## config.mk

```make
export PLATFORM = sky130hd
export DESIGN_NAME = seg_addr_gen
export DESIGN_NICKNAME = d
export VERILOG_FILES = /design/src/pkg/segsel_pkg.sv /design/src/pkg/segsel_if.sv /design/src/rtl/seg_addr_gen.sv /design/src/rtl/seg_chooser.sv
export SDC_FILE = /design/constraint.sdc
export NUM_CORES = 1
export LEC_CHECK = 0
export BUFFER_PORTS_ARGS = -buffer_cell sky130_fd_sc_hd__buf_2
export CAP_MARGIN = 20
export CORE_AREA = 2 2 228 230
export CTS_CLUSTER_DIAMETER = 50
export DETAILED_ROUTE_END_ITERATION = 16
export DIE_AREA = 0 0 230 232
export PLACE_DENSITY_LB_ADDON = 0.08
export SLEW_MARGIN = 20
export SYNTH_ARGS = -nofsm -noshare
export SYNTH_HDL_FRONTEND = slang
export SYNTH_SLANG_ARGS = --single-unit
export TNS_END_PERCENT = 1
```

## constraint.sdc

```tcl
create_clock -name CLK_SYS -period 1.5 [get_ports CLK_SYS]
set_clock_uncertainty 0.15 [all_clocks]
set_input_delay 0.075 -clock CLK_SYS [delete_from_list [all_inputs] [get_ports CLK_SYS]]
set_output_delay 0.075 -clock CLK_SYS [all_outputs]
set_load 0.01 [all_outputs]
```

## src/pkg/segsel_pkg.sv

```systemverilog
package segsel_pkg;
   // Segment register codes
   typedef enum logic [2:0] {
      SEG_EXTRA = 3'b000,
      SEG_CODE = 3'b001,
      SEG_STACK = 3'b010,
      SEG_DATA = 3'b011,
      SEG_EXTRA2 = 3'b100,
      SEG_EXTRA3 = 3'b101
   } seg_e;

   // Reference types issued by decode/execute
   typedef enum logic [2:0] {
      REF_CODE = 3'b000,
      REF_PUSH = 3'b001,
      REF_POP = 3'b010,
      REF_STRDST = 3'b011,
      REF_DATA = 3'b100,
      REF_IO = 3'b101
   } ref_e;

   // Base register codes
   localparam logic [2:0] BASE_FRAME = 3'h5;
   localparam logic [2:0] BASE_STACK = 3'h4;

   // I/O space and address formation
   localparam int IO_ADDR_W = 16;
   localparam int IMM_PORT_W = 8;
   localparam int REAL_SHIFT = 4;
   localparam int ADDR_W = 32;
   localparam logic [31:0] ADDR_RST = 32'h0000_0000;
   localparam logic SEG_LIMIT_RST = 1'b0;
   localparam logic [7:0] RSVD_PORT_LO = 8'hf8;
   localparam logic [7:0] RSVD_PORT_HI = 8'hff;
endpackage

```

## src/pkg/segsel_if.sv

```systemverilog
`timescale 1ns/100ps
interface segsel_if;
   import segsel_pkg::*;
   logic [2:0] ref_type;
   logic [2:0] base_reg;
   logic ovr_valid;
   logic [2:0] ovr_seg;
   logic [2:0] seg_sel;
   logic override_used;
   modport chooser (input ref_type, base_reg, ovr_valid, ovr_seg, output seg_sel, override_used);
   modport user (output ref_type, base_reg, ovr_valid, ovr_seg, input seg_sel, override_used);
endinterface // segsel_if

```

## src/rtl/seg_addr_gen.sv

```systemverilog
`timescale 1ns/100ps
module seg_addr_gen (
   // Clock and reset
   input wire logic CLK_SYS,
   input wire logic RST,
   input wire logic CE,
   // Request from decode/execute
   input wire logic REQ_VALID,
   input wire logic [2:0] REF_TYPE,
   input wire logic [2:0] BASE_REG,
   input wire logic OVR_VALID,
   input wire logic [2:0] OVR_SEG,
   input wire logic [31:0] OFFSET,
   input wire logic REAL_MODE,
   // Segment state: selectors, protected-mode bases, limits
   input wire logic [95:0] SEL_ALL,
   input wire logic [191:0] BASE_ALL,
   input wire logic [191:0] LIMIT_ALL,
   // I/O port source
   input wire logic PORT_FROM_IMM,
   input wire logic [7:0] PORT_IMM,
   input wire logic [15:0] PORT_INDEX_REG,
   // Bus side
   output logic ADDR_VALID,
   output logic [31:0] ADDR,
   output logic MEM_IO_N,
   output logic [2:0] SEG_USED,
   output logic LIMIT_FAULT,
   output logic RSVD_PORT
);
   import segsel_pkg::*;

   typedef struct packed {
      logic valid;
      logic [31:0] addr;
      logic mem_io_n;
      logic [2:0] seg;
      logic fault;
      logic rsvd;
   } state_s;

   state_s st_q, st_d;
   segsel_if sif ();
   logic [15:0] sel_cur;
   logic [31:0] base_cur, limit_cur, lin_addr;
   logic [15:0] port_addr;

   //////////////////////////////////////////////////////////////////////////
   // Segment selection
   assign sif.ref_type = REF_TYPE;
   assign sif.base_reg = BASE_REG;
   assign sif.ovr_valid = OVR_VALID;
   assign sif.ovr_seg = OVR_SEG;

   seg_chooser u_chooser (
      .sif(sif.chooser)
   );

   // Selector of one segment code out of the packed selector bank
   function automatic logic [15:0] pick_sel(input logic [95:0] bank, input logic [2:0] idx);
      return bank[idx*16 +: 16];
   endfunction

   // One 32-bit word of one segment code out of a packed base or limit bank
   function automatic logic [31:0] pick_word(input logic [191:0] bank, input logic [2:0] idx);
      return bank[idx*32 +: 32];
   endfunction

   // Pick the chosen segment's state by index
   always_comb begin
      sel_cur = pick_sel(SEL_ALL, sif.seg_sel);
      base_cur = pick_word(BASE_ALL, sif.seg_sel);
      limit_cur = pick_word(LIMIT_ALL, sif.seg_sel);
   end

   // Linear address: real mode shifts selector, else descriptor base
   always_comb begin
      if (REAL_MODE) begin
         lin_addr = {12'h000, sel_cur, 4'h0} + OFFSET;
      end else begin
         lin_addr = base_cur + OFFSET;
      end
   end

   // Port address from immediate or index register, zero-extended
   always_comb begin
      if (PORT_FROM_IMM) begin
         port_addr = {8'h00, PORT_IMM};
      end else begin
         port_addr = PORT_INDEX_REG;
      end
   end

   //////////////////////////////////////////////////////////////////////////
   // Next state
   always_comb begin
      st_d = st_q;
      st_d.valid = REQ_VALID;
      if (REQ_VALID) begin
         if (REF_TYPE == REF_IO) begin
            st_d.addr = {16'h0000, port_addr};
            st_d.mem_io_n = 1'b0;
            st_d.fault = 1'b0;
            st_d.rsvd = port_addr[15:8] == 8'h00 && port_addr[7:0] >= RSVD_PORT_LO
               && port_addr[7:0] <= RSVD_PORT_HI;
         end else begin
            st_d.addr = lin_addr;
            st_d.mem_io_n = 1'b1;
            st_d.seg = sif.seg_sel;
            st_d.fault = !REAL_MODE && (OFFSET > limit_cur);
            st_d.rsvd = 1'b0;
         end
      end
   end

   // State register
   always_ff @(posedge CLK_SYS or posedge RST) begin
      if (RST) begin
         st_q <= '{valid: 1'b0, addr: ADDR_RST, mem_io_n: 1'b1, seg: SEG_CODE, fault: SEG_LIMIT_RST, rsvd: 1'b0};
      end else if (CE) begin
         st_q <= st_d;
      end
   end

   assign ADDR_VALID = st_q.valid;
   assign ADDR = st_q.addr;
   assign MEM_IO_N = st_q.mem_io_n;
   assign SEG_USED = st_q.seg;
   assign LIMIT_FAULT = st_q.fault;
   assign RSVD_PORT = st_q.rsvd;
endmodule // seg_addr_gen

```

## src/rtl/seg_chooser.sv

```systemverilog
`timescale 1ns/100ps
module seg_chooser (
   // Selection request and answer
   segsel_if.chooser sif
);
   import segsel_pkg::*;

   //////////////////////////////////////////////////////////////////////////
   // Default segment per reference type, then override where legal
   always_comb begin
      sif.override_used = 1'b0;
      case (ref_e'(sif.ref_type))
         REF_CODE: sif.seg_sel = SEG_CODE;
         REF_PUSH, REF_POP: sif.seg_sel = SEG_STACK;
         REF_STRDST: sif.seg_sel = SEG_EXTRA;
         REF_DATA: begin
            if (sif.ovr_valid) begin
               sif.seg_sel = sif.ovr_seg;
               sif.override_used = 1'b1;
            end else if (sif.base_reg == BASE_FRAME || sif.base_reg == BASE_STACK) begin
               sif.seg_sel = SEG_STACK;
            end else begin
               sif.seg_sel = SEG_DATA;
            end
         end
         default: sif.seg_sel = SEG_DATA;
      endcase
   end
endmodule // seg_chooser

```

After elaboration in Yosys (flattened, before gate mapping). Cells that the tools add are included. W data, S select, Z words.

Register bits after elaboration: 39. Latch bits: 0. Memory bits (writable): 0. Bits in read-only memories: 0. Input port bits: 552. Output and inout port bits: 39. Logic and storage cells: 39. Memories: 0.

Add/subtract/negate cells: 2. $mul: 0. Div/mod/pow operators: 0. Order comparisons: 3. Eq/ne operators: 7. Shifts and indexed selects: 3. Mux-type cells: 7. Bitwise gates (word level): 1. Reduce and logical (&&, ||, !) cells: 10.

Operators by type and width (count): $shiftx A192 B9 Y32 (2); $shiftx A96 B8 Y16 (1); $mux W33 (1); $add A20 B32 Y32 (1); $add A32 B32 Y32 (1); $gt A32 B32 Y1 (1); $mux W32 (1); $mux W16 (1); $eq A3 B3 Y1 const B (4); $pmux W3 S4 (1); $ge A8 B8 Y1 const B (1); $le A8 B8 Y1 const B (1); $logic_not A8 Y1 (1); $eq A3 B2 Y1 const B (2); $eq A3 B1 Y1 const B (1); $logic_and A1 B1 Y1 (3); $logic_not A3 Y1 (1); $mux W3 (1); $reduce_and A3 Y1 (1); $mux W2 (1); $reduce_and A2 Y1 (1); $reduce_or A2 Y1 (1); $logic_not A1 Y1 (1); $logic_or A1 B1 Y1 (1); other kinds (2) (2).

Longest topological paths before layout. Gate-level depths: netlist (run 1).

Depth after elaboration: 9. Mapped depth: 20. Mapped depth without buffers: 17.

By module. A second synthesis (run 1) with hierarchy kept.

Cells, all modules: 1060. Area total of the unflattened synthesis: 8984.9 µm².

Modules (own cells, without submodules): seg_addr_gen (times used 1, cells an instance 1048, area an instance 8918.6 µm², seq. area each 978.4 µm²); seg_chooser (times used 1, cells an instance 12, area an instance 66.3 µm², seq. area each 0.0 µm²).

Worst setup path after synthesis (run 1). No wires, ideal clock.

Path kind: input to register. From: input port BASE_REG[1]. To: register st_q (netlist bit ADDR[31]). Setup time: 0.124 ns. Arrival: 3.956 ns. Data required time: 1.226 ns. Slack: -2.729 ns. Cell stages on the path: 16. Buffers on the path: 3. Cells stage by stage: or3b_4 -> a311oi_2 -> buf_4 -> clkbuf_1 -> buf_2 -> mux2i_1 -> o21ai_0 -> ha_1 -> a21oi_1 -> o21ai_0 -> a221o_1 -> a211oi_1 -> a21oi_1 -> o41ai_1 -> mux2_2 -> a211o_1.

Cells in the longest elaborated chain, start to end: 9. Elaborated cells on any way between the ends: 12. Classes of those cells: 2 x add/sub; 2 x eq/ne; 2 x shift; 5 x mux; 1 x reduce/logical.

RTL lines: start, declared (RTL line seg_addr_gen.sv:10) `input wire logic [2:0] BASE_REG,`; $eq A3 B3 Y1 (RTL line seg_chooser.sv:20) `end else if (sif.base_reg == BASE_FRAME || sif.base_reg == BASE_STACK) begin`; $logic_or A1 B1 Y1 (*) (RTL line seg_chooser.sv:20); $mux W1 (*) (RTL line seg_chooser.sv:20); $mux W3 (*) (RTL line seg_chooser.sv:17) `if (sif.ovr_valid) begin`; $pmux W3 S4 (*) (RTL line seg_chooser.sv:12) `case (ref_e'(sif.ref_type))`; $shiftx A192 B9 Y32 / $shiftx A96 B8 Y16 (equally long branches) (RTL line seg_addr_gen.sv:66, seg_addr_gen.sv:61); $add A32 B32 Y32 / $add A20 B32 Y32 (equally long branches) (RTL line seg_addr_gen.sv:81, seg_addr_gen.sv:79); $mux W32 (*) (RTL line seg_addr_gen.sv:78) `if (REAL_MODE) begin`; $mux W33 (*) (RTL line seg_addr_gen.sv:100) `if (REF_TYPE == REF_IO) begin`; end signal, assigned (RTL line seg_addr_gen.sv:119) `st_q <= '{valid: 1'b0, addr: ADDR_RST, mem_io_n: 1'b1, seg: SEG_CODE, fault: SEG_LIMIT_RST, rsvd: 1'b0};`; end signal, assigned (RTL line seg_addr_gen.sv:121) `st_q <= st_d;`; end, declared (RTL line seg_addr_gen.sv:42) `state_s st_q, st_d;`.

Mark *: on every way between the ends. The rest lies on a longest branch, timed or not. A chain may end at the register's enable or synchronous reset.

Final worst setup path (run 1). Same ends and word-level chain as after synthesis.

==> flow_summary.json, run 1 <==
{
  "gp_congestion": 0.899,
  "clock-sinks": 39,
  "worstHoldPathCells": 3,
  "cts_buffers": 5,
  "crit_type": "input port to flop",
  "antenna_found_initial": 15,
  "grt_pass1_vias": 14400,
  "ctsLongestPathBuffers": 2,
  "clk_pin_slew_ns": 0.06,
  "slowest_delay_ns": 0.46,
  "tightest_slew_ns": 0.762,
  "final_layout_size_suffix_gt1_share_pct": 44.1,
  "outcome": "finished with violations",
  "synth_fp_nets": 2168,
  "max-vdd-ir-drop_mv": 0.444,
  "finalPower_mw": 12.1,
  "cap_violations": 0,
  "ys_seq_area_share_pct": 10.5,
  "cp_slowest_cell": "o21ai_0",
  "hpwl_um": 54100,
  "end_kind": "flop",
  "nFillCells": 5756,
  "r2r_start": "ADDR[30]$_DFFE_PP0P_",
  "hold_start": "REAL_MODE",
  "rsz0062_at_grt": "true",
  "setup_viol": 34,
  "netlist_area_um2": 9300,
  "die_area_um2": 53400,
  "violations": "negative setup slack",
  "synthFlopType": "dfrtp_1",
  "area_delta_synth_final_pct": 77.1,
  "synth_cell_types": 73,
  "drc": 0,
  "tritoncts": "done",
  "worstSkewPairLatency_ns": 0.29,
  "hold_violations": 0,
  "worstPathCellList": "buf_2, or3b_4, a311oi_4, buf_12, buf_16, buf_6, mux2i_1, o21ai_0, ha_1, buf_4, a21oi_4, a211oi_4, o21ai_4, a21oi_2, o41ai_2, mux2_2, a211o_1",
  "yosysWarningCount": 0,
  "finalCritPeriodShare_pct": 259,
  "vias_per_cell": 4.73,
  "num_vias": 14400,
  "ant_nets": 0,
  "ioPinCount": 591,
  "period_needed_ns": 3.89,
  "synth_area_per_cell_um2": 6.06,
  "p_leak_nw": 8.45,
  "cts-root-buf": "clkbuf_16",
  "cp_max_fo": 5,
  "fp.dieH_um": 232,
  "worstHoldPathType": "input port to flop",
  "grt_max_degree": 54,
  "final_core_util_pct": 32.4,
  "core_area_um2": 50900,
  "drv_slew": 0,
  "nNetsFinal": 2994,
  "reg2reg_depth": 5,
  "ys_async_sr_fraction_pct": 100,
  "wirelength_um": 63900,
  "first_iter_violations": 904,
  "grt_first_pass_wirelength_um": 90600,
  "wl_per_cell_um": 21.0,
  "netlist_instances": 1535,
  "first_pass_iters": 5,
  "start_util_pct": 18.3,
  "p_per_area_nw_per_um2": 733,
  "hold_end": "ADDR[19]$_DFFE_PP0P_",
  "htree_num_levels": 2,
  "setup_ws_ns": -2.39,
  "numPortBuffers": 589,
  "synth_edf_count": 0,
  "slew_headroom_pct": 48.7,
  "cp-start-kind": "input port",
  "grt_overflow": 0,
  "grt_usage_pct": 22.5,
  "num_rows": 83,
  "synth-seq-cells": 39,
  "fmax_mhz": 257,
  "r2r_setup_slack_ns": 0.27,
  "arrival_ns": 3.91,
  "die_w_um": 230,
  "required_ns": 1.52,
  "rr_endpoint": "ADDR[30]$_DFFE_PP0P_"
}
worst max path at each step:
stage | endpoint | slack, ns | start
floorplan | ADDR[31]$_DFFE_PP0P_ | -2.44 | BASE_REG[1]
global placement | ADDR[10]$_DFFE_PP0P_ | -3.04 | REF_TYPE[1]
detailed placement | ADDR[10]$_DFFE_PP0P_ | -3.02 | REF_TYPE[1]
CTS | ADDR[31]$_DFFE_PP0P_ | -2.50 | REF_TYPE[1]
global route | ADDR[30]$_DFFE_PP0P_ | -2.53 | BASE_REG[1]
finish | ADDR[31]$_DFFE_PP0P_ | -2.39 | BASE_REG[1]
power by group:
group	total [mW]	switching, mW	internal, mW
combinational	9.30	4.82	4.48
clock	1.30	0.506	0.795
sequential	1.47	0.167	1.30
total	12.1	5.49	6.58
state kept, by name (all words and copies together), names as in the netlist:
signal	flops
MEM_IO_N	1
ADDR_VALID	1
LIMIT_FAULT	1
RSVD_PORT	1
SEG_USED	3
ADDR	32
synthesized netlist by cell type (8+ instances only):
library cell    n  area, um2
o21a_1          9       67.6
inv_1          22       82.6
a21o_1         19        143
nor2_1         47        176
o211ai_1        8       60.1
a21oi_1       107        536
dfrtp_1        37        926
clkbuf_1       86        323
mux2i_1        57        571
nor3_1         15       75.1
a211oi_1       14        105
nand4_1        11       68.8
nand2b_1        9       56.3
o21ai_0       118        591
buf_1          10       37.5
xnor2_1        19        166
nand2_1       456       1710
a31oi_1        35        219
nand3_1       224       1120
ha_1           79        988
and3_1         12       75.1
xor2_1         17        149
logic make-up after synthesis:
logic type	synth area share (%)
AND/OR/NAND/NOR	38.7
AO/OA/AOI/OAI	24.3
buffers and inverters	5.23
adder cells (fa/ha/maj)	11.1
multiplexers	6.74
flip-flops	10.5
XOR/XNOR	3.39
metal layers:
metal  global-route usage [%]  vias up  share of wire, %
li1                         -     7151                 -
met1                     29.9     6736                45
met2                     38.6      450                48
met3                     2.42       65               4.5
met4                     5.65        8               2.3
met5                        0        -             0.075
layout by cell type (no fill, tap or decap), types with 9 or more instances in the layout:
| cell type | count |
|---|---|
| nand4_1 | 11 |
| buf_6 | 11 |
| clkbuf_16 | 9 |
| nand3_1 | 219 |
| buf_2 | 588 |
| ha_1 | 70 |
| o21ai_0 | 76 |
| xnor2_1 | 19 |
| xor2_1 | 16 |
| dfrtp_1 | 37 |
| inv_1 | 21 |
| a211oi_2 | 10 |
| nand2_1 | 451 |
| mux2i_1 | 47 |
| nor2_1 | 46 |
| nor3_1 | 12 |
| a31oi_1 | 35 |
| a21oi_1 | 92 |
| buf_4 | 291 |
| a21oi_2 | 14 |
| a21o_1 | 19 |
| o21ai_1 | 29 |
| buf_12 | 15 |
| o21ai_2 | 13 |
| and3_1 | 11 |
worst max-delay path, delay by kind of cell:
| kind | cells | cell delay (ns) |
|---|---|---|
| AO/OA/AOI/OAI | 8 | 1.83 |
| adder cells (fa/ha/maj) | 1 | 0.37 |
| buffers and inverters | 5 | 0.73 |
| multiplexers | 2 | 0.45 |
| AND/OR/NAND/NOR | 1 | 0.41 |
area by class of cell:
type                            instances  area (um2)  area share [%]
Multi-Input combinational cell       1371        8450            51.3
Timing Repair Buffer                  922        5920            35.9
Sequential cell                        39         978            5.94
Tap cell                              680         851            5.16
Clock buffer                            5         125           0.760
Inverter                               22        82.6           0.501
Clock inverter                          3        47.5           0.289
Antenna cell                            7        17.5           0.106
stage by stage:
stage	cell area (um2)	hold slack [ns]	setup slack [ns]	setup TNS, ns	std cells
global route	16500	0.0448	-2.53	-74.50	3048
finish	16500	0.0200	-2.39	-69.09	3049
floorplan	9380	0.0214	-2.44	-64.90	1535
CTS	15900	0.0188	-2.50	-72.29	3027
detailed placement	15200	-0.134	-3.02	-88.35	3004
global placement	15200	-0.133	-3.04	-87.53	3004
what timing repair did:
action                     CTS  global route
hold buffers                 4             0
setup buffers                9            11
pin swaps                   21            49
gates resized for setup     73           100
setup endpoints to repair   34            34
hold endpoints to repair    40             0
gates cloned                 2             4
Note: power is estimated with default switching activity, not from simulation.
==> inputs of run 2 (changes only) <==
CORE_AREA = 2 2 227 229   (was 2 2 228 230)
DIE_AREA = 0 0 229 231   (was 0 0 230 232)
clock period = 4.8 ns   (was 1.5 ns; I/O delays follow)
==> flow_summary.json, run 2 (synthesis gave the netlist of run 1 again) <==
{
  "hpwl_um": 52000,
  "area_delta_synth_final_pct": 49.9,
  "end_kind": "flop",
  "first_pass_iters": 5,
  "drc": 0,
  "nFillCells": 5905,
  "first_iter_violations": 753,
  "cp-start-kind": "input port",
  "ant_nets": 0,
  "pre_cts_slack_ns": -0.0427,
  "dpl_cell_area_um2": 13700,
  "start_util_pct": 18.4,
  "mostFrequentLayoutCells": "589 x buf_2, 454 x nand2_1, 224 x nand3_1, 116 x o21ai_0, 107 x a21oi_1",
  "setup_viol": 0,
  "final_core_util_pct": 27.5,
  "fmax_mhz": 221,
  "p_per_area_nw_per_um2": 227,
  "htree_num_levels": 2,
  "cts_buffers": 5,
  "p_switching_mw": 1.51,
  "r2r_setup_slack_ns": 3.54,
  "clkPwrFrac_pct": 13.0,
  "cap_violations": 0,
  "hold_violations": 0,
  "multi_input_area_um2": 7890,
  "cp_slowest_cell": "a311oi_4",
  "fp.dieH_um": 231,
  "cp_max_fo": 23,
  "worst_hold_slack_ns": 0.0873,
  "pwr-share-comb_pct": 72.5,
  "wl_per_cell_um": 21.5,
  "final_layout_size_suffix_gt1_share_pct": 34.2,
  "largest_reg_flops": 32,
  "grt_first_pass_wirelength_um": 87800,
  "grt_usage_pct": 22.0,
  "numPortBuffers": 589,
  "clk_pin_slew_ns": 0.07,
  "fin_area_um2": 13900,
  "max-vdd-ir-drop_mv": 0.132,
  "setup_ws_ns": 0.275,
  "outcome": "finished clean",
  "tns_ns": 0,
  "drv_slew": 0,
  "finalPower_mw": 3.16,
  "critical_path_buf_inv_count": 5,
  "ctsLongestPathBuffers": 2,
  "slowest_delay_ns": 0.40,
  "final-seq-area_um2": 978,
  "num_vias": 13400,
  "swShare_pct": 47.8,
  "grt_pass1_vias": 13500,
  "nNetsFinal": 2774,
  "clock-sinks": 39,
  "ioPinCount": 591,
  "dp.cells": 2812,
  "die_w_um": 229,
  "vias_per_cell": 4.75,
  "period_needed_ns": 4.52,
  "arrival_ns": 4.53,
  "grt_overflow": 0,
  "worstPathCellList": "buf_2, or3b_4, a311oi_4, buf_12, buf_12, mux2i_1, o21ai_0, buf_4, ha_1, a21oi_1, o211ai_1, nand3_1, and3_1, o21a_1, buf_4, nor3_1, xnor2_1, o221ai_1",
  "crit_type": "input port to flop",
  "antenna_found_initial": 13,
  "wirelength_um": 60900,
  "rsz0062_at_grt": "false",
  "layout_commonest_cell": "buf_2",
  "gp_congestion": 0.905,
  "p_leak_nw": 7.19,
  "worstHoldPathType": "input port to flop",
  "num_rows": 83,
  "slew_headroom_pct": 52.9,
  "die_area_um2": 52900,
  "core_area_um2": 50700,
  "finalCritPeriodShare_pct": 94.3,
  "final_cells": 2825,
  "grt_max_degree": 72,
  "required_ns": 4.80,
  "seqPwrFrac_pct": 14.5,
  "worstSkewPairLatency_ns": 0.29,
  "tightest_slew_ns": 0.698,
  "tritoncts": "done",
  "critPathTopFamily": "compound AO/OA/AOI/OAI gates",
  "cts-root-buf": "clkbuf_16",
  "p_int_mw": 1.65
}
-- run 2: cell count changes in the layout (fill, tap and decap cells not counted), moves of 11 or more --
cell	before	now
buf_6	11	0
a21oi_1	92	107
o21ai_0	76	116
a21oi_2	14	1
o21ai_1	29	3
a211oi_1	3	14
o21ai_2	13	0
buf_4	291	98
-- run 2: power groups by stage --
stage / registers (mW) / clock network, mW / logic, mW
2_1_floorplan: 0.490 / 0 / 1.20
3_3_place_gp: 0.468 / 0 / 2.30
3_5_place_dp: 0.469 / 0 / 2.30
4_1_cts: 0.462 / 0.419 / 2.31
5_1_grt: 0.470 / 0.431 / 2.55
6_report: 0.459 / 0.411 / 2.29
-- run 2: area by class of cell --
type | instances | share of cell area [%]
Multi-Input combinational cell | 1371 | 56.6
Timing Repair Buffer | 702 | 28.4
Sequential cell | 39 | 7.02
Tap cell | 680 | 6.10
Clock buffer | 5 | 0.897
Inverter | 22 | 0.592
Clock inverter | 3 | 0.341
Antenna cell | 3 | 0.0538
-- run 2: worst paths after layout --
| path | startpoint | to | cells past startpoint |
|---|---|---|---|
| setup reg to reg | ADDR[30]$_DFFE_PP0P_ | ADDR[30]$_DFFE_PP0P_ | 5 |
| max in group asynchronous | RST | SEG_USED[0]$_DFFE_PP1P_ | 4 |
| hold / removal | PORT_INDEX_REG[15] | ADDR[15]$_DFFE_PP0P_ | 3 |
| min in group asynchronous | RST | ADDR[22]$_DFFE_PP0P_ | 4 |
| setup / recovery | OVR_VALID | ADDR[22]$_DFFE_PP0P_ | 18 |
| hold reg to reg | MEM_IO_N$_DFFE_PP1P_ | MEM_IO_N$_DFFE_PP1P_ | 2 |
-- run 2: worst reg2reg max path: stages (launching register included) --
cell and delay [ns]:
dfrtp_1 0.38, nand2_1 0.08, o21ai_0 0.10, nor2_1 0.06, mux2_2 0.25, o21ai_0 0.16
-- run 2: repair_timing --
action / in CTS / in global routing
hold buffers: 2 / 0
buffers inserted: 0 / 0
endpoints found under the hold margin: 38 / 0
endpoints found under the setup margin: 0 / 3
gates resized for setup: 0 / 2
-- run 2: routing by layer --
layer,share of wire (%),up-vias,global-route usage [%]
li1,-,6714,-
met5,0.074,-,0
met4,0.70,6,1.97
met1,45,6241,28.8
met2,50,418,39.9
met3,4.6,35,2.58
==> inputs of run 3 (changes only) <==
--- a/config.mk
+++ b/config.mk
@@ -11,2 +11,3 @@
 export CTS_CLUSTER_DIAMETER = 50
+export CTS_CLUSTER_SIZE = 30
 export DETAILED_ROUTE_END_ITERATION = 16
==> constraint.sdc (replaced) <==
create_clock -name CLK_SYS -period 4.8 [get_ports CLK_SYS]
set_clock_uncertainty 0.15 [all_clocks]
set_input_delay 0.48 -clock CLK_SYS [delete_from_list [all_inputs] [get_ports CLK_SYS]]
set_output_delay 0.48 -clock CLK_SYS [all_outputs]
set_load 0.01 [all_outputs]
==> flow_summary.json, run 3 (synthesis gave the netlist of run 1 again) <==
{
  "dp.cells": 2881,
  "outcome": "finished clean",
  "seqPwrFrac_pct": 13.9,
  "drv_slew": 0,
  "p_switching_mw": 1.56,
  "rsz0062_at_grt": "false",
  "grt_first_pass_wirelength_um": 87700,
  "die_w_um": 229,
  "ant_nets": 0,
  "arrival_ns": 4.66,
  "cts_buffers": 5,
  "grt_usage_pct": 22.1,
  "grt_overflow": 0,
  "required_ns": 4.82,
  "cp-start-kind": "input port",
  "clk_pin_slew_ns": 0.07,
  "die_area_um2": 52900,
  "start_util_pct": 18.4,
  "swShare_pct": 47.1,
  "fmax_mhz": 215,
  "pre_cts_slack_ns": -0.234,
  "crit_path_end": "ADDR[31]$_DFFE_PP0P_",
  "setup_viol": 0,
  "grt_pass1_vias": 13600,
  "wirelength_um": 62100,
  "grt_max_degree": 63,
  "reg2reg_depth": 5,
  "slew_headroom_pct": 35.5,
  "cts-root-buf": "clkbuf_16",
  "grt_util_met2_pct": 39.1,
  "clock-sinks": 39,
  "met3_usage_pct": 2.93,
  "worst_hold_slack_ns": 0.250,
  "area_delta_synth_final_pct": 57.1,
  "tritoncts": "done",
  "fp.dieH_um": 231,
  "p_leak_nw": 7.58,
  "core_area_um2": 50700,
  "num_rows": 83,
  "top_usage_layer": "met2",
  "vias_per_cell": 4.73,
  "worstSkewPairLatency_ns": 0.29,
  "num_vias": 13700,
  "tightest_slew_ns": 0.967,
  "wl_per_cell_um": 21.4,
  "finalPower_mw": 3.32,
  "clkPwrFrac_pct": 12.3,
  "gp_congestion": 0.919,
  "nFillCells": 5844,
  "period_needed_ns": 4.64,
  "gr-usage-met1_pct": 28.6,
  "critPathLaunch": "OVR_VALID",
  "setup_ws_ns": 0.155,
  "ioPinCount": 591,
  "p_int_mw": 1.76,
  "first_pass_iters": 5,
  "largest_reg_flops": 32,
  "rr_endpoint": "ADDR[30]$_DFFE_PP0P_",
  "hold_violations": 0,
  "htree_num_levels": 2,
  "layout_commonest_cell": "buf_2",
  "r2r_setup_slack_ns": 3.55,
  "hpwl_um": 53300,
  "ctsLongestPathBuffers": 2,
  "tns_ns": 0,
  "cp_max_fo": 11,
  "first_iter_violations": 843,
  "cts_hold_buf": 0,
  "end_kind": "flop",
  "final_cells": 2899,
  "numPortBuffers": 589,
  "finalCritPeriodShare_pct": 96.8,
  "pwr-share-comb_pct": 73.8,
  "final_layout_size_suffix_gt1_share_pct": 37.0,
  "cap_violations": 0,
  "p_per_area_nw_per_um2": 227,
  "worstHoldPathType": "input port to asynchronous set/reset pin",
  "crit_type": "input port to flop",
  "r2r_start": "ADDR[30]$_DFFE_PP0P_",
  "nNetsFinal": 2847,
  "antenna_found_initial": 13,
  "max-vdd-ir-drop_mv": 0.142,
  "mostFrequentLayoutCells": "589 x buf_2, 454 x nand2_1, 223 x nand3_1, 169 x buf_4, 108 x o21ai_0",
  "drc": 0
}
-- run 3: critical path, stage by stage --
cell and delay [ns]:
buf_2 0.12, or3b_4 0.39, a311oi_4 0.43, buf_4 0.24
clkbuf_16 0.19, mux2i_1 0.08, o21ai_0 0.30, ha_1 0.33
a21oi_1 0.18, o21ai_0 0.17, a221o_1 0.39, a211oi_1 0.29
a21oi_1 0.16, o41ai_2 0.25, mux2_2 0.38, a211o_1 0.28
-- run 3: routing by layer --
layer / up-vias / routed length, um
met5: - / 34
met2: 451 / 30200
met1: 6352 / 27600
li1: 6850 / -
met4: 6 / 1240
met3: 56 / 3050
-- run 3: layout make-up --
cell class	instances	area [um2]	share of cell area [%]
timing repair buffer	775	4570	31.3
inverter	22	82.6	0.565
sequential	39	978	6.70
antenna	4	10.0	0.0685
tap	680	851	5.82
multi-input combinational	1371	7950	54.4
clock inverter	3	47.5	0.325
clock buffer	5	125	0.856
-- run 3: how the worst min path moves through the flow --
stage,start,endpoint,cells past startpoint
finish,RST,ADDR[25]$_DFFE_PP0P_,2
detailed placement,MEM_IO_N$_DFFE_PP1P_,MEM_IO_N$_DFFE_PP1P_,2
CTS,CE,ADDR_VALID$_DFFE_PP0P_,2
floorplan,MEM_IO_N$_DFFE_PP1P_,MEM_IO_N$_DFFE_PP1P_,2
global placement,MEM_IO_N$_DFFE_PP1P_,MEM_IO_N$_DFFE_PP1P_,2
global route,CE,ADDR_VALID$_DFFE_PP0P_,2
-- run 3: per-stage QoR --
step / utilization (%) / instance area, um2
after floorplan: - / 9300
after detailed placement: 28.2 / 14300
after global routing: 28.8 / 14600
final: 28.8 / 14600
after CTS: 28.5 / 14400
after global placement: 28.2 / 14300
-- run 3: power by group through the flow --
stage / combinational (mW) / sequential, mW / clock [mW]
2_1_floorplan: 1.20 / 0.490 / 0
3_3_place_gp: 2.41 / 0.467 / 0
3_5_place_dp: 2.41 / 0.470 / 0
4_1_cts: 2.42 / 0.463 / 0.421
5_1_grt: 2.70 / 0.471 / 0.433
6_report: 2.45 / 0.461 / 0.409
-- run 3: repair_timing --
item | in CTS | in global routing
gates resized for setup | 0 | 23
buffers inserted | 0 | 4
setup endpoints to repair | 0 | 15
